===== src/stst_pkg.sv =====
// Shared constants, register map and carrier types of the self-test sequencer.
package stst_pkg;

  // Timing: clock period and documented intervals in their own units.
  localparam int unsigned CLK_PERIOD_PS  = 4_000;
  localparam int unsigned MS_PS          = 1_000_000_000;
  localparam int unsigned TX_PERIOD_PS   = 228_000_000;
  localparam int unsigned FREEZE_HOLD_MS = 2;
  localparam int unsigned FINAL_MSGS     = 2;

  // A least time rounds up to whole cycles.
  localparam int unsigned MS_CYC = (MS_PS + CLK_PERIOD_PS - 1) / CLK_PERIOD_PS;
  localparam int unsigned TX_CYC = (TX_PERIOD_PS + CLK_PERIOD_PS - 1) / CLK_PERIOD_PS;

  // Register byte offsets.
  localparam logic [7:0] REG_CTRL   = 8'h00;
  localparam logic [7:0] REG_WIN    = 8'h04;
  localparam logic [7:0] REG_LIMIT  = 8'h08;
  localparam logic [7:0] REG_STATUS = 8'h0c;
  localparam logic [7:0] REG_OFFSET = 8'h10;
  localparam logic [7:0] REG_ISTAT  = 8'h14;
  localparam logic [7:0] REG_IMASK  = 8'h18;

  // Field positions.
  localparam int unsigned RPT_LSB   = 0;
  localparam int unsigned RPT_W     = 3;
  localparam int unsigned WIN1_LSB  = 0;
  localparam int unsigned WIN2_LSB  = 4;
  localparam int unsigned WIN3_LSB  = 8;
  localparam int unsigned WIN_W     = 4;
  localparam int unsigned LIM_LO    = 0;
  localparam int unsigned LIM_HI    = 16;
  localparam int unsigned IRQ_PASS  = 0;
  localparam int unsigned IRQ_FAIL  = 1;
  localparam int unsigned IRQ_LOCK  = 2;
  localparam int unsigned IRQ_UV    = 3;
  localparam int unsigned IRQ_OFS   = 4;
  localparam int unsigned IRQ_W     = 5;

  // Reset values.
  localparam logic [RPT_W-1:0]   RPT_RST   = 3'h0;
  localparam logic [11:0]        WIN_RST   = 12'h8a8;
  localparam logic [31:0]        LIMIT_RST = 32'h7fff_0100;
  localparam logic [IRQ_W-1:0]   IMASK_RST = 5'h00;

  typedef enum logic [1:0] {
    MSG_DATA,
    MSG_BUSY,
    MSG_READY,
    MSG_DEFECT
  } stst_kind_t;

  typedef struct packed {
    logic       valid;
    stst_kind_t kind;
  } stst_msg_t;

  typedef enum logic [2:0] {
    S_IDLE,
    S_ST1,
    S_SETTLE,
    S_ST2,
    S_HOLD,
    S_ST3,
    S_DONE
  } stst_state_t;

endpackage


===== src/stst_seq.sv =====
// Initialization self-test sequencer with phase 3 status messages and APB registers.
//
// Behaviour
// - Self-test runs during link initialization phases 2 and 3, before normal mode.
// - Stage one averages raw offset over the first interval, stimulus off.
// - Stage two freezes offset cancellation for deflection interval plus 2 ms, stimulus on.
// - After half the deflection interval, average output over the remaining half.
// - Compare the self-test value with pass limits, then switch stimulus off.
// - Stage three averages offset over the third interval for normal data.
// - A passing result without a lock defect moves the device into normal operating mode.
// - A failing result reruns stages one to three, at most repeat-limit extra times.
// - Repetition stops as soon as one complete sequence passes.
// - Phase 3 sends busy, ready or defect messages by self-check progress.
// - Phase 3 lasts remaining self-test time in whole periods plus two periods.
// - Busy messages every period until done, then exactly two ready or defect.
// - Offset error gives defect messages only while the offset is out of limits.
// - Self-test failure gives defect messages latched until reset.
// - A cleared factory lock flag gives defect messages latched until reset.
// - Undervoltage stops all transmission until the supply recovers.
`timescale 1ns/1ps
module stst_seq
  import stst_pkg::*;
#(
  parameter int unsigned P_MS_CYC = MS_CYC,
  parameter int unsigned P_TX_CYC = TX_CYC
) (
  // Clock and reset
  input  wire logic               pclk,
  input  wire logic               presetn,
  // APB slave
  input  wire logic               psel,
  input  wire logic               penable,
  input  wire logic               pwrite,
  input  wire logic [7:0]         paddr,
  input  wire logic [31:0]        pwdata,
  output logic [31:0]             prdata,
  output logic                    pready,
  output logic                    pslverr,
  // Sensor path and link status
  input  wire logic               sample_valid,
  input  wire logic signed [15:0] sample,
  input  wire logic               init_start,
  input  wire logic               init_phase3,
  input  wire logic               factory_lock_flag_a,
  input  wire logic               factory_lock_flag_b,
  input  wire logic               offset_error,
  input  wire logic               supply_low,
  // Sensor control and messages
  output logic                    stim_en,
  output logic                    oc_freeze,
  output logic signed [15:0]      normal_offset,
  output stst_msg_t               msg,
  output logic                    tx_enable,
  output logic                    normal_mode,
  output logic                    irq
);

  function automatic logic addr_ok(input logic [7:0] a);
    addr_ok = (a == REG_CTRL) || (a == REG_WIN) || (a == REG_LIMIT) ||
              (a == REG_STATUS) || (a == REG_OFFSET) || (a == REG_ISTAT) ||
              (a == REG_IMASK);
  endfunction

  // Register state.
  logic [RPT_W-1:0]   rpt_lim_ff;
  logic [11:0]        win_ff;
  logic [31:0]        limit_ff;
  logic [IRQ_W-1:0]   istat_ff;
  logic [IRQ_W-1:0]   imask_ff;
  logic [31:0]        prdata_ff;
  logic               pready_ff;
  logic               pslverr_ff;
  logic               irq_ff;

  // Sequencer state.
  stst_state_t        state_ff;
  logic [RPT_W-1:0]   rep_ff;
  logic [15:0]        cnt_ff;
  logic [1:0]         ms_cnt_ff;
  logic               stim_ff;
  logic               freeze_ff;
  logic               st_ok_ff;
  logic               pass_ff;
  logic               fail_ff;
  logic               lock_ff;
  logic signed [15:0] st_value_ff;
  logic signed [15:0] offset_ff;

  // Phase 3 and messages.
  logic               ph3_ff;
  logic               post_ff;
  logic [1:0]         fin_cnt_ff;
  stst_msg_t          msg_ff;
  logic               tx_en_ff;
  logic               normal_ff;
  logic               uv_prev_ff;
  logic               ofs_prev_ff;

  logic               avg_start;
  logic [WIN_W-1:0]   avg_log2n;
  logic               avg_done;
  logic signed [15:0] avg_val;
  logic               ms_tick;
  logic               tx_tick;
  logic [WIN_W-1:0]   half2;
  logic               st_done;
  logic               defect_latched;
  logic               ev_pass;
  logic               ev_fail;
  logic               ev_lock;
  logic [IRQ_W-1:0]   nxt_events;
  stst_kind_t         nxt_kind;
  logic               wr_en;
  logic               send;

  assign wr_en          = psel && penable && pwrite && pready_ff;
  assign half2          = (win_ff[WIN2_LSB +: WIN_W] == 4'h0) ? 4'h0
                          : win_ff[WIN2_LSB +: WIN_W] - 4'h1;
  assign st_done        = (state_ff == S_DONE);
  assign defect_latched = fail_ff || lock_ff;

  // APB slave: zero wait states, answer registered in the setup cycle.
  always_ff @(posedge pclk or negedge presetn) begin
    if (!presetn) begin
      pready_ff  <= 1'b0;
      pslverr_ff <= 1'b0;
      prdata_ff  <= 32'h0000_0000;
    end else begin
      pready_ff  <= psel && !penable;
      pslverr_ff <= psel && !penable && !addr_ok(paddr);
      prdata_ff  <= 32'h0000_0000;
      if (psel && !penable && !pwrite) begin
        unique case (paddr)
          REG_CTRL:   prdata_ff <= 32'(rpt_lim_ff);
          REG_WIN:    prdata_ff <= 32'(win_ff);
          REG_LIMIT:  prdata_ff <= limit_ff;
          REG_STATUS: prdata_ff <= {st_value_ff, 5'h00, rep_ff, 2'h0, post_ff,
                                    normal_ff, lock_ff, fail_ff, pass_ff, st_done};
          REG_OFFSET: prdata_ff <= 32'(offset_ff);
          REG_ISTAT:  prdata_ff <= 32'(istat_ff);
          REG_IMASK:  prdata_ff <= 32'(imask_ff);
          default:    prdata_ff <= 32'h0000_0000;
        endcase
      end
    end
  end

  always_ff @(posedge pclk or negedge presetn) begin
    if (!presetn) begin
      rpt_lim_ff <= RPT_RST;
      win_ff     <= WIN_RST;
      limit_ff   <= LIMIT_RST;
      imask_ff   <= IMASK_RST;
    end else if (wr_en) begin
      if (paddr == REG_CTRL) rpt_lim_ff <= pwdata[RPT_LSB +: RPT_W];
      if (paddr == REG_WIN) win_ff <= pwdata[11:0];
      if (paddr == REG_LIMIT) limit_ff <= pwdata;
      if (paddr == REG_IMASK) imask_ff <= pwdata[IRQ_W-1:0];
    end
  end

  // Interrupt status: a new event wins over a write-one clear.
  assign ev_lock = !lock_ff && !(factory_lock_flag_a && factory_lock_flag_b);
  always_comb begin
    nxt_events           = '0;
    nxt_events[IRQ_PASS] = ev_pass;
    nxt_events[IRQ_FAIL] = ev_fail;
    nxt_events[IRQ_LOCK] = ev_lock;
    nxt_events[IRQ_UV]   = supply_low && !uv_prev_ff;
    nxt_events[IRQ_OFS]  = offset_error && !ofs_prev_ff;
  end

  always_ff @(posedge pclk or negedge presetn) begin
    if (!presetn) begin
      istat_ff    <= '0;
      irq_ff      <= 1'b0;
      uv_prev_ff  <= 1'b0;
      ofs_prev_ff <= 1'b0;
    end else begin
      uv_prev_ff  <= supply_low;
      ofs_prev_ff <= offset_error;
      if (wr_en && paddr == REG_ISTAT) begin
        istat_ff <= (istat_ff & ~pwdata[IRQ_W-1:0]) | nxt_events;
      end else begin
        istat_ff <= istat_ff | nxt_events;
      end
      irq_ff <= |(istat_ff & imask_ff);
    end
  end

  stst_tick #(.DIV(P_MS_CYC)) u_ms_tick (
    .pclk    (pclk),
    .presetn (presetn),
    .clr     (state_ff != S_HOLD),
    .tick    (ms_tick)
  );

  stst_tick #(.DIV(P_TX_CYC)) u_tx_tick (
    .pclk    (pclk),
    .presetn (presetn),
    .clr     (init_phase3 && !ph3_ff && !post_ff),
    .tick    (tx_tick)
  );

  stst_avg u_avg (
    .pclk         (pclk),
    .presetn      (presetn),
    .start        (avg_start),
    .log2n        (avg_log2n),
    .sample_valid (sample_valid),
    .sample       (sample),
    .done         (avg_done),
    .avg          (avg_val)
  );

  // Averager starts on entry to each averaging stage.
  always_comb begin
    avg_start = 1'b0;
    avg_log2n = win_ff[WIN1_LSB +: WIN_W];
    unique case (state_ff)
      S_IDLE: avg_start = init_start;
      S_ST1: avg_start = 1'b0;
      S_SETTLE: begin
        avg_start = sample_valid && (cnt_ff == (16'h0001 << half2) - 16'h0001);
        avg_log2n = half2;
      end
      S_ST2: avg_log2n = half2;
      S_HOLD: begin
        avg_start = ms_tick && (ms_cnt_ff == 2'(FREEZE_HOLD_MS - 1));
        avg_log2n = win_ff[WIN3_LSB +: WIN_W];
      end
      S_ST3: begin
        // A start from here opens a repeated stage one, so the first window applies.
        avg_log2n = win_ff[WIN1_LSB +: WIN_W];
        avg_start = avg_done && !st_ok_ff && (rep_ff < rpt_lim_ff);
      end
      S_DONE: avg_start = 1'b0;
    endcase
  end

  assign ev_pass = (state_ff == S_ST3) && avg_done && st_ok_ff;
  assign ev_fail = (state_ff == S_ST3) && avg_done && !st_ok_ff && (rep_ff >= rpt_lim_ff);

  // Self-test stage sequence.
  always_ff @(posedge pclk or negedge presetn) begin
    if (!presetn) begin
      state_ff    <= S_IDLE;
      rep_ff      <= '0;
      cnt_ff      <= 16'h0000;
      ms_cnt_ff   <= 2'h0;
      stim_ff     <= 1'b0;
      freeze_ff   <= 1'b0;
      st_ok_ff    <= 1'b0;
      st_value_ff <= 16'sh0000;
      offset_ff   <= 16'sh0000;
    end else begin
      unique case (state_ff)
        S_IDLE: if (init_start) state_ff <= S_ST1;
        S_ST1: if (avg_done) begin
          offset_ff <= avg_val;
          state_ff  <= S_SETTLE;
          stim_ff   <= 1'b1;
          freeze_ff <= 1'b1;
          cnt_ff    <= 16'h0000;
        end
        S_SETTLE: if (avg_start) begin
          state_ff <= S_ST2;
        end else if (sample_valid) begin
          cnt_ff <= cnt_ff + 16'h0001;
        end
        S_ST2: if (avg_done) begin
          st_value_ff <= avg_val;
          st_ok_ff    <= (avg_val >= $signed(limit_ff[LIM_LO +: 16])) &&
                         (avg_val <= $signed(limit_ff[LIM_HI +: 16]));
          stim_ff     <= 1'b0;
          ms_cnt_ff   <= 2'h0;
          state_ff    <= S_HOLD;
        end
        S_HOLD: if (avg_start) begin
          freeze_ff <= 1'b0;
          state_ff  <= S_ST3;
        end else if (ms_tick) begin
          ms_cnt_ff <= ms_cnt_ff + 2'h1;
        end
        S_ST3: if (avg_done) begin
          offset_ff <= avg_val;
          if (st_ok_ff) begin
            state_ff <= S_DONE;
          end else if (rep_ff < rpt_lim_ff) begin
            rep_ff   <= rep_ff + 3'h1;
            state_ff <= S_ST1;
          end else begin
            state_ff <= S_DONE;
          end
        end
        S_DONE: state_ff <= S_DONE;
      endcase
    end
  end

  // Outcome and lock flags hold until reset.
  always_ff @(posedge pclk or negedge presetn) begin
    if (!presetn) begin
      pass_ff <= 1'b0;
      fail_ff <= 1'b0;
      lock_ff <= 1'b0;
    end else begin
      if (ev_pass) pass_ff <= 1'b1;
      if (ev_fail) fail_ff <= 1'b1;
      if (ev_lock) lock_ff <= 1'b1;
    end
  end

  // Message kind for the next transmission slot.
  always_comb begin
    if (!post_ff) begin
      if (!st_done) nxt_kind = MSG_BUSY;
      else if (defect_latched) nxt_kind = MSG_DEFECT;
      else nxt_kind = MSG_READY;
    end else if (defect_latched || offset_error) begin
      nxt_kind = MSG_DEFECT;
    end else begin
      nxt_kind = MSG_DATA;
    end
  end

  // Undervoltage suppresses the slot entirely rather than delaying it.
  assign send = tx_tick && !supply_low && (ph3_ff || post_ff);

  // Phase 3 ends after the final ready or defect messages.
  always_ff @(posedge pclk or negedge presetn) begin
    if (!presetn) begin
      ph3_ff     <= 1'b0;
      post_ff    <= 1'b0;
      fin_cnt_ff <= 2'h0;
      msg_ff     <= '0;
      tx_en_ff   <= 1'b0;
      normal_ff  <= 1'b0;
    end else begin
      tx_en_ff     <= !supply_low;
      msg_ff.valid <= send;
      if (send) msg_ff.kind <= nxt_kind;
      if (init_phase3 && !ph3_ff && !post_ff) ph3_ff <= 1'b1;
      if (send && ph3_ff && st_done) begin
        if (fin_cnt_ff == 2'(FINAL_MSGS - 1)) begin
          ph3_ff  <= 1'b0;
          post_ff <= 1'b1;
        end
        fin_cnt_ff <= fin_cnt_ff + 2'h1;
      end
      normal_ff <= post_ff && pass_ff && !lock_ff;
    end
  end

  assign prdata        = prdata_ff;
  assign pready        = pready_ff;
  assign pslverr       = pslverr_ff;
  assign irq           = irq_ff;
  assign stim_en       = stim_ff;
  assign oc_freeze     = freeze_ff;
  assign normal_offset = offset_ff;
  assign msg           = msg_ff;
  assign tx_enable     = tx_en_ff;
  assign normal_mode   = normal_ff;
endmodule


===== src/stst_tick.sv =====
// Clearable divider that emits a one-cycle enable pulse every DIV cycles.
`timescale 1ns/1ps
module stst_tick
  import stst_pkg::*;
#(
  parameter int unsigned DIV = 4
) (
  // Clock and reset
  input  wire logic pclk,
  input  wire logic presetn,
  // Control
  input  wire logic clr,
  output logic      tick
);

  logic [31:0] cnt_ff;
  logic        tick_ff;

  always_ff @(posedge pclk or negedge presetn) begin
    if (!presetn) begin
      cnt_ff  <= 32'h0000_0000;
      tick_ff <= 1'b0;
    end else if (clr) begin
      cnt_ff  <= 32'h0000_0000;
      tick_ff <= 1'b0;
    end else if (cnt_ff == 32'(DIV - 1)) begin
      cnt_ff  <= 32'h0000_0000;
      tick_ff <= 1'b1;
    end else begin
      cnt_ff  <= cnt_ff + 32'h0000_0001;
      tick_ff <= 1'b0;
    end
  end

  assign tick = tick_ff;

endmodule


===== src/stst_avg.sv =====
// Averager over a power-of-two number of samples.
`timescale 1ns/1ps
module stst_avg
  import stst_pkg::*;
(
  // Clock and reset
  input  wire logic               pclk,
  input  wire logic               presetn,
  // Control
  input  wire logic               start,
  input  wire logic [WIN_W-1:0]   log2n,
  // Samples
  input  wire logic               sample_valid,
  input  wire logic signed [15:0] sample,
  // Result
  output logic                    done,
  output logic signed [15:0]      avg
);

  logic signed [31:0] acc_ff;
  logic [15:0]        cnt_ff;
  logic [WIN_W-1:0]   n_ff;
  logic               busy_ff;
  logic               done_ff;
  logic signed [15:0] avg_ff;
  logic signed [31:0] nxt_acc;

  assign nxt_acc = acc_ff + 32'(sample);

  // A power-of-two window keeps the divide to a shift.
  always_ff @(posedge pclk or negedge presetn) begin
    if (!presetn) begin
      acc_ff  <= 32'sh0000_0000;
      cnt_ff  <= 16'h0000;
      n_ff    <= 4'h0;
      busy_ff <= 1'b0;
      done_ff <= 1'b0;
      avg_ff  <= 16'sh0000;
    end else begin
      done_ff <= 1'b0;
      if (start) begin
        acc_ff  <= 32'sh0000_0000;
        cnt_ff  <= 16'h0000;
        n_ff    <= log2n;
        busy_ff <= 1'b1;
      end else if (busy_ff && sample_valid) begin
        acc_ff <= nxt_acc;
        cnt_ff <= cnt_ff + 16'h0001;
        if (cnt_ff == (16'h0001 << n_ff) - 16'h0001) begin
          busy_ff <= 1'b0;
          done_ff <= 1'b1;
          avg_ff  <= 16'(nxt_acc >>> n_ff);
        end
      end
    end
  end

  assign done = done_ff;
  assign avg  = avg_ff;

endmodule


===== config.mk =====
export PLATFORM = sky130hd
export DESIGN_NAME = stst_seq
export DESIGN_NICKNAME = d
export VERILOG_FILES = /design/src/stst_pkg.sv /design/src/stst_seq.sv /design/src/stst_tick.sv /design/src/stst_avg.sv
export SDC_FILE = /design/constraint.sdc
export NUM_CORES = 1
export LEC_CHECK = 0
export BUFFER_PORTS_ARGS = -buffer_cell sky130_fd_sc_hd__buf_2
export CELL_PAD_IN_SITES_DETAIL_PLACEMENT = 1
export CELL_PAD_IN_SITES_GLOBAL_PLACEMENT = 1
export CORE_ASPECT_RATIO = 0.8
export CORE_UTILIZATION = 47
export CTS_CLUSTER_DIAMETER = 100
export DETAILED_ROUTE_END_ITERATION = 16
export PLACE_DENSITY = 0.89
export SLEW_MARGIN = 10
export SYNTH_ARGS = -nofsm -noshare
export SYNTH_HDL_FRONTEND = slang
export SYNTH_SLANG_ARGS = --single-unit

===== constraint.sdc =====
create_clock -name pclk -period 5.4 [get_ports pclk]
set_input_delay 0.81 -clock pclk [delete_from_list [all_inputs] [get_ports pclk]]
set_output_delay 0.81 -clock pclk [all_outputs]
set_load 0.02 [all_outputs]

==> results of run 1 <==
==> per-stage QoR <==
step / power (mW) / util, %
floorplan: 4.63 / -
global placement: 5.32 / 50.7
detailed placement: 5.47 / 50.7
CTS: 8.16 / 54.0
global route: 8.60 / 54.0
finish: 8.20 / 54.0
==> layer usage <==
layer / GRT usage [%] / part of all wire, % / up-vias
li1: - / - / 7566
met1: 39.5 / 44 / 8529
met2: 50.4 / 47 / 520
met3: 4.49 / 4.9 / 160
met4: 12.4 / 3.7 / 0
met5: 0 / 0 / -
==> cell families (layout without fill, tap and decap cells) <==
kind of cell | Yosys count | count (layout) | synth area share (%)
compound gates | 476 | 476 | 16.4
flops | 300 | 300 | 40.9
xor+xnor | 122 | 122 | 5.88
other cells | 0 | 1 | 0
simple gates | 809 | 809 | 20.5
buf+inv | 180 | 296 | 3.94
mux | 113 | 113 | 6.91
fa+ha+maj | 79 | 79 | 5.41
==> registers in the layout (all words and copies together), names as in the netlist, 31 cells and up <==
signal and flops:
u_avg.acc_ff 31, limit_ff 32, u_tx_tick.cnt_ff 32, prdata 32, u_ms_tick.cnt_ff 32
==> layout by cell type (no fill, tap or decap), types with 20 or more instances in the layout <==
| master | Yosys | layout |
|---|---|---|
| or3_1 | 31 | 30 |
| xor2_1 | 78 | 78 |
| mux2i_1 | 46 | 46 |
| buf_4 | 1 | 29 |
| nand4_1 | 35 | 35 |
| xnor2_1 | 43 | 43 |
| inv_1 | 77 | 77 |
| dfrtp_1 | 280 | 280 |
| a211oi_1 | 23 | 23 |
| dfstp_2 | 20 | 20 |
| nand3_1 | 76 | 75 |
| clkbuf_16 | 0 | 35 |
| nand2_1 | 280 | 280 |
| ha_1 | 78 | 78 |
| nor3_1 | 48 | 47 |
| nor2_1 | 208 | 208 |
| o21ai_0 | 127 | 127 |
| a21oi_1 | 140 | 140 |
| mux2_2 | 56 | 56 |
| buf_2 | 12 | 124 |
| and3_1 | 27 | 27 |
==> worst max-delay path by stage <==
stage / start / endpoint / slack (ns)
2_1_floorplan: win_ff[4] / u_avg.avg[10] / 0.99
3_3_place_gp: win_ff[4] / u_avg.avg[5] / 0.49
3_5_place_dp: win_ff[4] / u_avg.avg[5] / 0.16
4_1_cts: win_ff[4] / u_avg.avg[5] / 0.15
5_1_grt: win_ff[4] / cnt_ff[4] / 0.07
6_report: win_ff[4] / cnt_ff[4] / 0.35
==> area by class of cell <==
class | instances | area, um^2 | area share (%)
Multi-Input combinational cell | 1599 | 10200 | 49.0
Clock inverter | 16 | 277 | 1.33
Antenna cell | 1 | 2.50 | 0.0121
Tap cell | 495 | 619 | 2.98
Sequential cell | 300 | 7530 | 36.3
Clock buffer | 47 | 991 | 4.77
Timing Repair Buffer | 156 | 885 | 4.26
Inverter | 77 | 289 | 1.39
==> power breakdown <==
part	total (mW)	switching, mW	internal [mW]
clock network	2.64	1.04	1.59
logic	3.00	1.88	1.12
registers	2.56	0.155	2.40
total	8.20	3.07	5.12
==> worst reg2reg max path, stage by stage (launching register included) <==
cell	delay (ns)
dfrtp_1	0.62
inv_1	0.18
ha_1	0.35
nor2b_1	0.23
o21bai_1	0.46
and2_0	0.40
nand2_1	0.11
ha_1	0.26
inv_1	0.12
a31oi_4	0.07
and2b_2	0.28
o41a_1	0.44
a2111oi_4	0.36
nand4_4	0.23
a31oi_4	0.23
buf_4	0.33
o21ai_1	0.14
a21oi_1	0.17
==> repair_timing <==
action,4_1_cts,5_1_grt
resized for setup,0,2
hold buffers,0,0
endpoints found under the setup margin,0,20
buffers inserted,0,0
==> impl_metrics.ini, run 1 <==
[place]
place_area_um2 = 19500
port_buffers = 125
gp_congestion = 0.928
place_inst = 2627
dpl.hpwl_um = 41200
dpl_worst_slack_ns = 0.156

[clock_tree]
clkLatencyLatePin_ns = 0.56
cts_tree = done
cts_max_level = 2
cts.sinks = 300
numCtsBuffers = 35
cts_buffer_depth = 3
clk_pin_slew_ns = 0.07
root_buffer = clkbuf_16

[final_layout]
fillers = 4462
finalNonFillerCells = 2691
layout-drive-gt1-share_pct = 15.1
area_growth_pct = 12.8
layout.nets = 2316
design_area_um2 = 20800

[synth]
synth_edf_count = 0
yosys.area.top_type = dfrtp_1
avgSynthCellArea_um2 = 8.85
yosysSeqAreaShare_pct = 40.9
synthFlopType = dfrtp_1
synth_cells = 2079
synth_top_cell_area_share_pct = 38.1
syn_nets = 2226
yosys-top-cells-count = 280 x dfrtp_1, 280 x nand2_1, 208 x nor2_1
ys_warn_count = 0
syn_area_um2 = 18400
yosys_register_bits = 300
synth_area_leaders = dfrtp_1 38%, nand2_1 5.7%, ha_1 5.3%
yosysUniqueCellTypes = 86
async_flop_share_pct = 100

[sta]
period_share_pct = 93.5
clock_skew_ns = 0.0242
period_needed_ns = 5.05
holdWs_ns = 0.328
hold_viol = 0
fin_tns_setup_ns = 0
setup_viol = 0
finalMaxSlewViolations = 0
rsz0062_at_grt = no
finalWorstSetupSlack_ns = 0.352
relSlewSlack_pct = 31.9
tightest_slew_ns = 1.02
timing.fmax_mhz = 198

[global_route]
grt_max_degree = 121
grt_overflow = 0
grt_pass1_vias = 17400
antenna_found_initial = 0
grt_pass1_wl_um = 96300
grt_use_total_pct = 30.2

[min_path]
holdCritPathClass = primary input to asynchronous set/reset pin

[setup_path]
path_class = flip-flop to flip-flop
crit_arrival_ns = 5.50
critPathLaunchType = flip-flop
critical_path.max_stage_delay_ns = 0.62
cp_max_fo = 31
worstReg2RegStart = win_ff[4]
ff2ff_path_depth = 17
critPathRequiredTime_ns = 5.85
path_cells = inv_1, ha_1, nor2b_1, o21bai_1, and2_0, nand2_1, ha_1, inv_1, a31oi_4, and2b_2, o41a_1, a2111oi_4, nand4_4, a31oi_4, buf_4, o21ai_1, a21oi_1
reg2reg_slack_ns = 0.35
cp-end-kind = flip-flop
r2r-end = cnt_ff[4]
path_buf_inv = 3
critPathTopFamily = compound AO/OA/AOI/OAI gates
slowest_stage = dfrtp_1
cp.depth = 17

[floorplan]
chipHeight_um = 179
die_w_um = 223
core_area_um2 = 38400
io_pins = 126
initial_core_util_pct = 47.9
rows = 64
die_area_um2 = 40000

[power]
peakVddDrop_mv = 0.196
p_leak_nw = 9.62
power_density_nw_per_um2 = 395

[status]
status = finished clean

[detailed_routing]
routed-via-count = 16800
drc = 0
drt_iter0_drc = 1517
ant_nets = 0
via_per_inst = 6.23
detail_route.wl_per_cell_um = 22.2
wl_um = 59800
first_pass_iters = 6

[run]
drv_cap = 0
No activity file was read; power rests on OpenSTA's default activity.
==> run 2: changes to the inputs <==
--- a/config.mk
+++ b/config.mk
@@ -9,11 +9,13 @@
 export CELL_PAD_IN_SITES_DETAIL_PLACEMENT = 1
 export CELL_PAD_IN_SITES_GLOBAL_PLACEMENT = 1
 export CORE_ASPECT_RATIO = 0.8
-export CORE_UTILIZATION = 47
+export CORE_UTILIZATION = 48
 export CTS_CLUSTER_DIAMETER = 100
 export DETAILED_ROUTE_END_ITERATION = 16
-export PLACE_DENSITY = 0.89
+export PLACE_DENSITY = 0.91
+export REMOVE_ABC_BUFFERS = 1
 export SLEW_MARGIN = 10
 export SYNTH_ARGS = -nofsm -noshare
 export SYNTH_HDL_FRONTEND = slang
+export SYNTH_HIERARCHICAL = 1
 export SYNTH_SLANG_ARGS = --single-unit
==> impl_metrics.ini, run 2 <==
[sta]
rsz0062_at_grt = no
period_share_pct = 93.9
relSlewSlack_pct = 20.7
fin_tns_setup_ns = 0
hold_viol = 0
tightest_slew_ns = 1.19
finalMaxSlewViolations = 0
finalWorstSetupSlack_ns = 0.328
period_needed_ns = 5.07
timing.fmax_mhz = 197
clock_skew_ns = 0.0211
setup_viol = 0

[run]
drv_cap = 0

[synth]
syn_area_um2 = 18500
yosysMostFrequentCell = nand2_1
async_flop_share_pct = 100
yosys-top-cells-count = 293 x nand2_1, 280 x dfrtp_1, 167 x a21oi_1
yosysUniqueCellTypes = 99
synth_area_leaders = dfrtp_1 38%, nand2_1 5.9%, ha_1 5.0%
avgSynthCellArea_um2 = 8.97
synthFlopType = dfrtp_1
yosys.area.top_type = dfrtp_1
synth_top_cell_area_share_pct = 37.9
ys_warn_count = 6
synth_edf_count = 0
yosysSeqAreaShare_pct = 40.7
synth_cells = 2062
yosys_register_bits = 300

[global_route]
grt_overflow = 0
grt_pass1_wl_um = 103000
grt_use_total_pct = 32.9
grt_pass1_vias = 18200
antenna_found_initial = 0
grt_max_degree = 130

[place]
gp_congestion = 0.920
port_buffers = 125
dpl_worst_slack_ns = 0.355
dpl.hpwl_um = 43700
place_area_um2 = 19400
place_inst = 2577

[status]
status = finished clean

[min_path]
holdCritPathClass = primary input to flip-flop

[power]
netSwitchingFraction_pct = 24.9
fin_total_pwr_mw = 5.11
p_sw_mw = 1.27
p_clk_share_pct = 49.1
p_int_mw = 3.84
comb_power_share_pct = 5.8
peakVddDrop_mv = 0.245
p_leak_nw = 9.46
power_density_nw_per_um2 = 248
power_frac_seq_pct = 45.2

[detailed_routing]
wl_met3_um = 4300
wl_um = 64700
ant_nets = 0
drt_iter0_drc = 1822
first_pass_iters = 6
drc = 0
detail_route.wl_per_cell_um = 24.5
wl_met2_um = 30600
routed-via-count = 17400
via_per_inst = 6.60
wl_met1_um = 27200
dr.max_layer_used = met4

[floorplan]
chipHeight_um = 178
core_area_um2 = 37500
die_w_um = 221
rows = 63
die_area_um2 = 39300
initial_core_util_pct = 49.3
io_pins = 126

[final_layout]
design_area_um2 = 20600
layout.nets = 2269
fillers = 4349
area_growth_pct = 11.2
layout-drive-gt1-share_pct = 15.4
mostFrequentLayoutCell = nand2_1
num_antenna_cells = 0
finalNonFillerCells = 2639
final_cell_mix = 293 x nand2_1, 280 x dfrtp_1, 167 x a21oi_1

[setup_path]
crit_arrival_ns = 5.51
cp-end-kind = flip-flop
critPathRequiredTime_ns = 5.83
critPathLaunchType = flip-flop
cp_max_fo = 24
path_class = flip-flop to flip-flop

[clock_tree]
hold_buffers = 0
post_cts_buffers = 0
cts.sinks = 300
cts_buffer_depth = 3
clk_pin_slew_ns = 0.06
numCtsBuffers = 34
root_buffer = clkbuf_16
cts_max_level = 2
clkLatencyLatePin_ns = 0.55
ctsResizeCount = 0
cts_tree = done
[run 2: per-stage QoR]
stage               hold slack [ns]  util, %
finish                        0.398     54.8
global route                  0.395     54.8
CTS                           0.381     54.8
detailed placement            0.428     51.7
global placement              0.408     51.7
floorplan                     0.400        -
[run 2: area by class of cell]
cell class | count | area [um^2] | area share (%)
Multi-Input combinational cell | 1568 | 10100 | 49.3
Clock inverter | 18 | 244 | 1.19
Inverter | 69 | 259 | 1.26
Tap cell | 487 | 609 | 2.96
Sequential cell | 300 | 7530 | 36.6
Timing Repair Buffer | 153 | 858 | 4.17
Clock buffer | 44 | 928 | 4.51
[run 2: worst max-delay path, cell delays in order (launching register included)]
cell and delay (ns):
dfstp_2 0.81, nor2_1 0.12, nand3b_1 0.12, ha_2 0.43, nor4b_1 0.28, o21ai_0 0.12
o2111a_1 0.19, o211ai_2 0.12, nor2_4 0.08, a211o_2 0.34, nor3_1 0.30, nand3_1 0.14
a311o_1 0.38, or4_1 0.69, a2111oi_0 0.58, a21oi_1 0.12, o21a_1 0.13
[run 2: cells by family (layout without fill, tap and decap cells)]
family	Yosys count	count (layout)	synth area share, %
fa+ha+maj	75	75	5.12
simple gates	776	776	21.0
xor+xnor	78	78	3.69
mux	92	92	5.82
flops	300	300	40.7
compound gates	547	547	19.1
buf+inv	194	284	4.55
[run 2: path summary, 6_finish.rpt]
kind | endpoint | depth (start not counted) | slack, ns | start
max | u_avg/avg[15] | 16 | 0.33 | win_ff[7]
min | uv_prev_ff | 1 | 0.40 | supply_low
max reg2reg | u_avg/avg[15] | 16 | 0.33 | win_ff[7]
min reg2reg | istat_ff[3] | 1 | 0.44 | uv_prev_ff
max in group asynchronous | istat_ff[4] | 2 | 3.62 | presetn
min in group asynchronous | u_ms_tick/cnt_ff[3] | 1 | 0.43 | presetn
[run 2: routing by layer]
metal  up-vias  global-route usage [%]
met2       768                    53.8
li1       7633                       -
met1      8820                    43.5
met3       208                    5.36
met5         -                       0
met4         0                    13.9
[run 2: power groups by stage]
stage / Sequential (mW) / Combinational, mW / Clock (mW)
detailed placement: 2.34 / 0.290 / 0
global placement: 2.34 / 0.273 / 0
floorplan: 2.34 / 0.144 / 0
global route: 2.31 / 0.324 / 2.61
finish: 2.31 / 0.294 / 2.51
CTS: 2.31 / 0.293 / 2.53
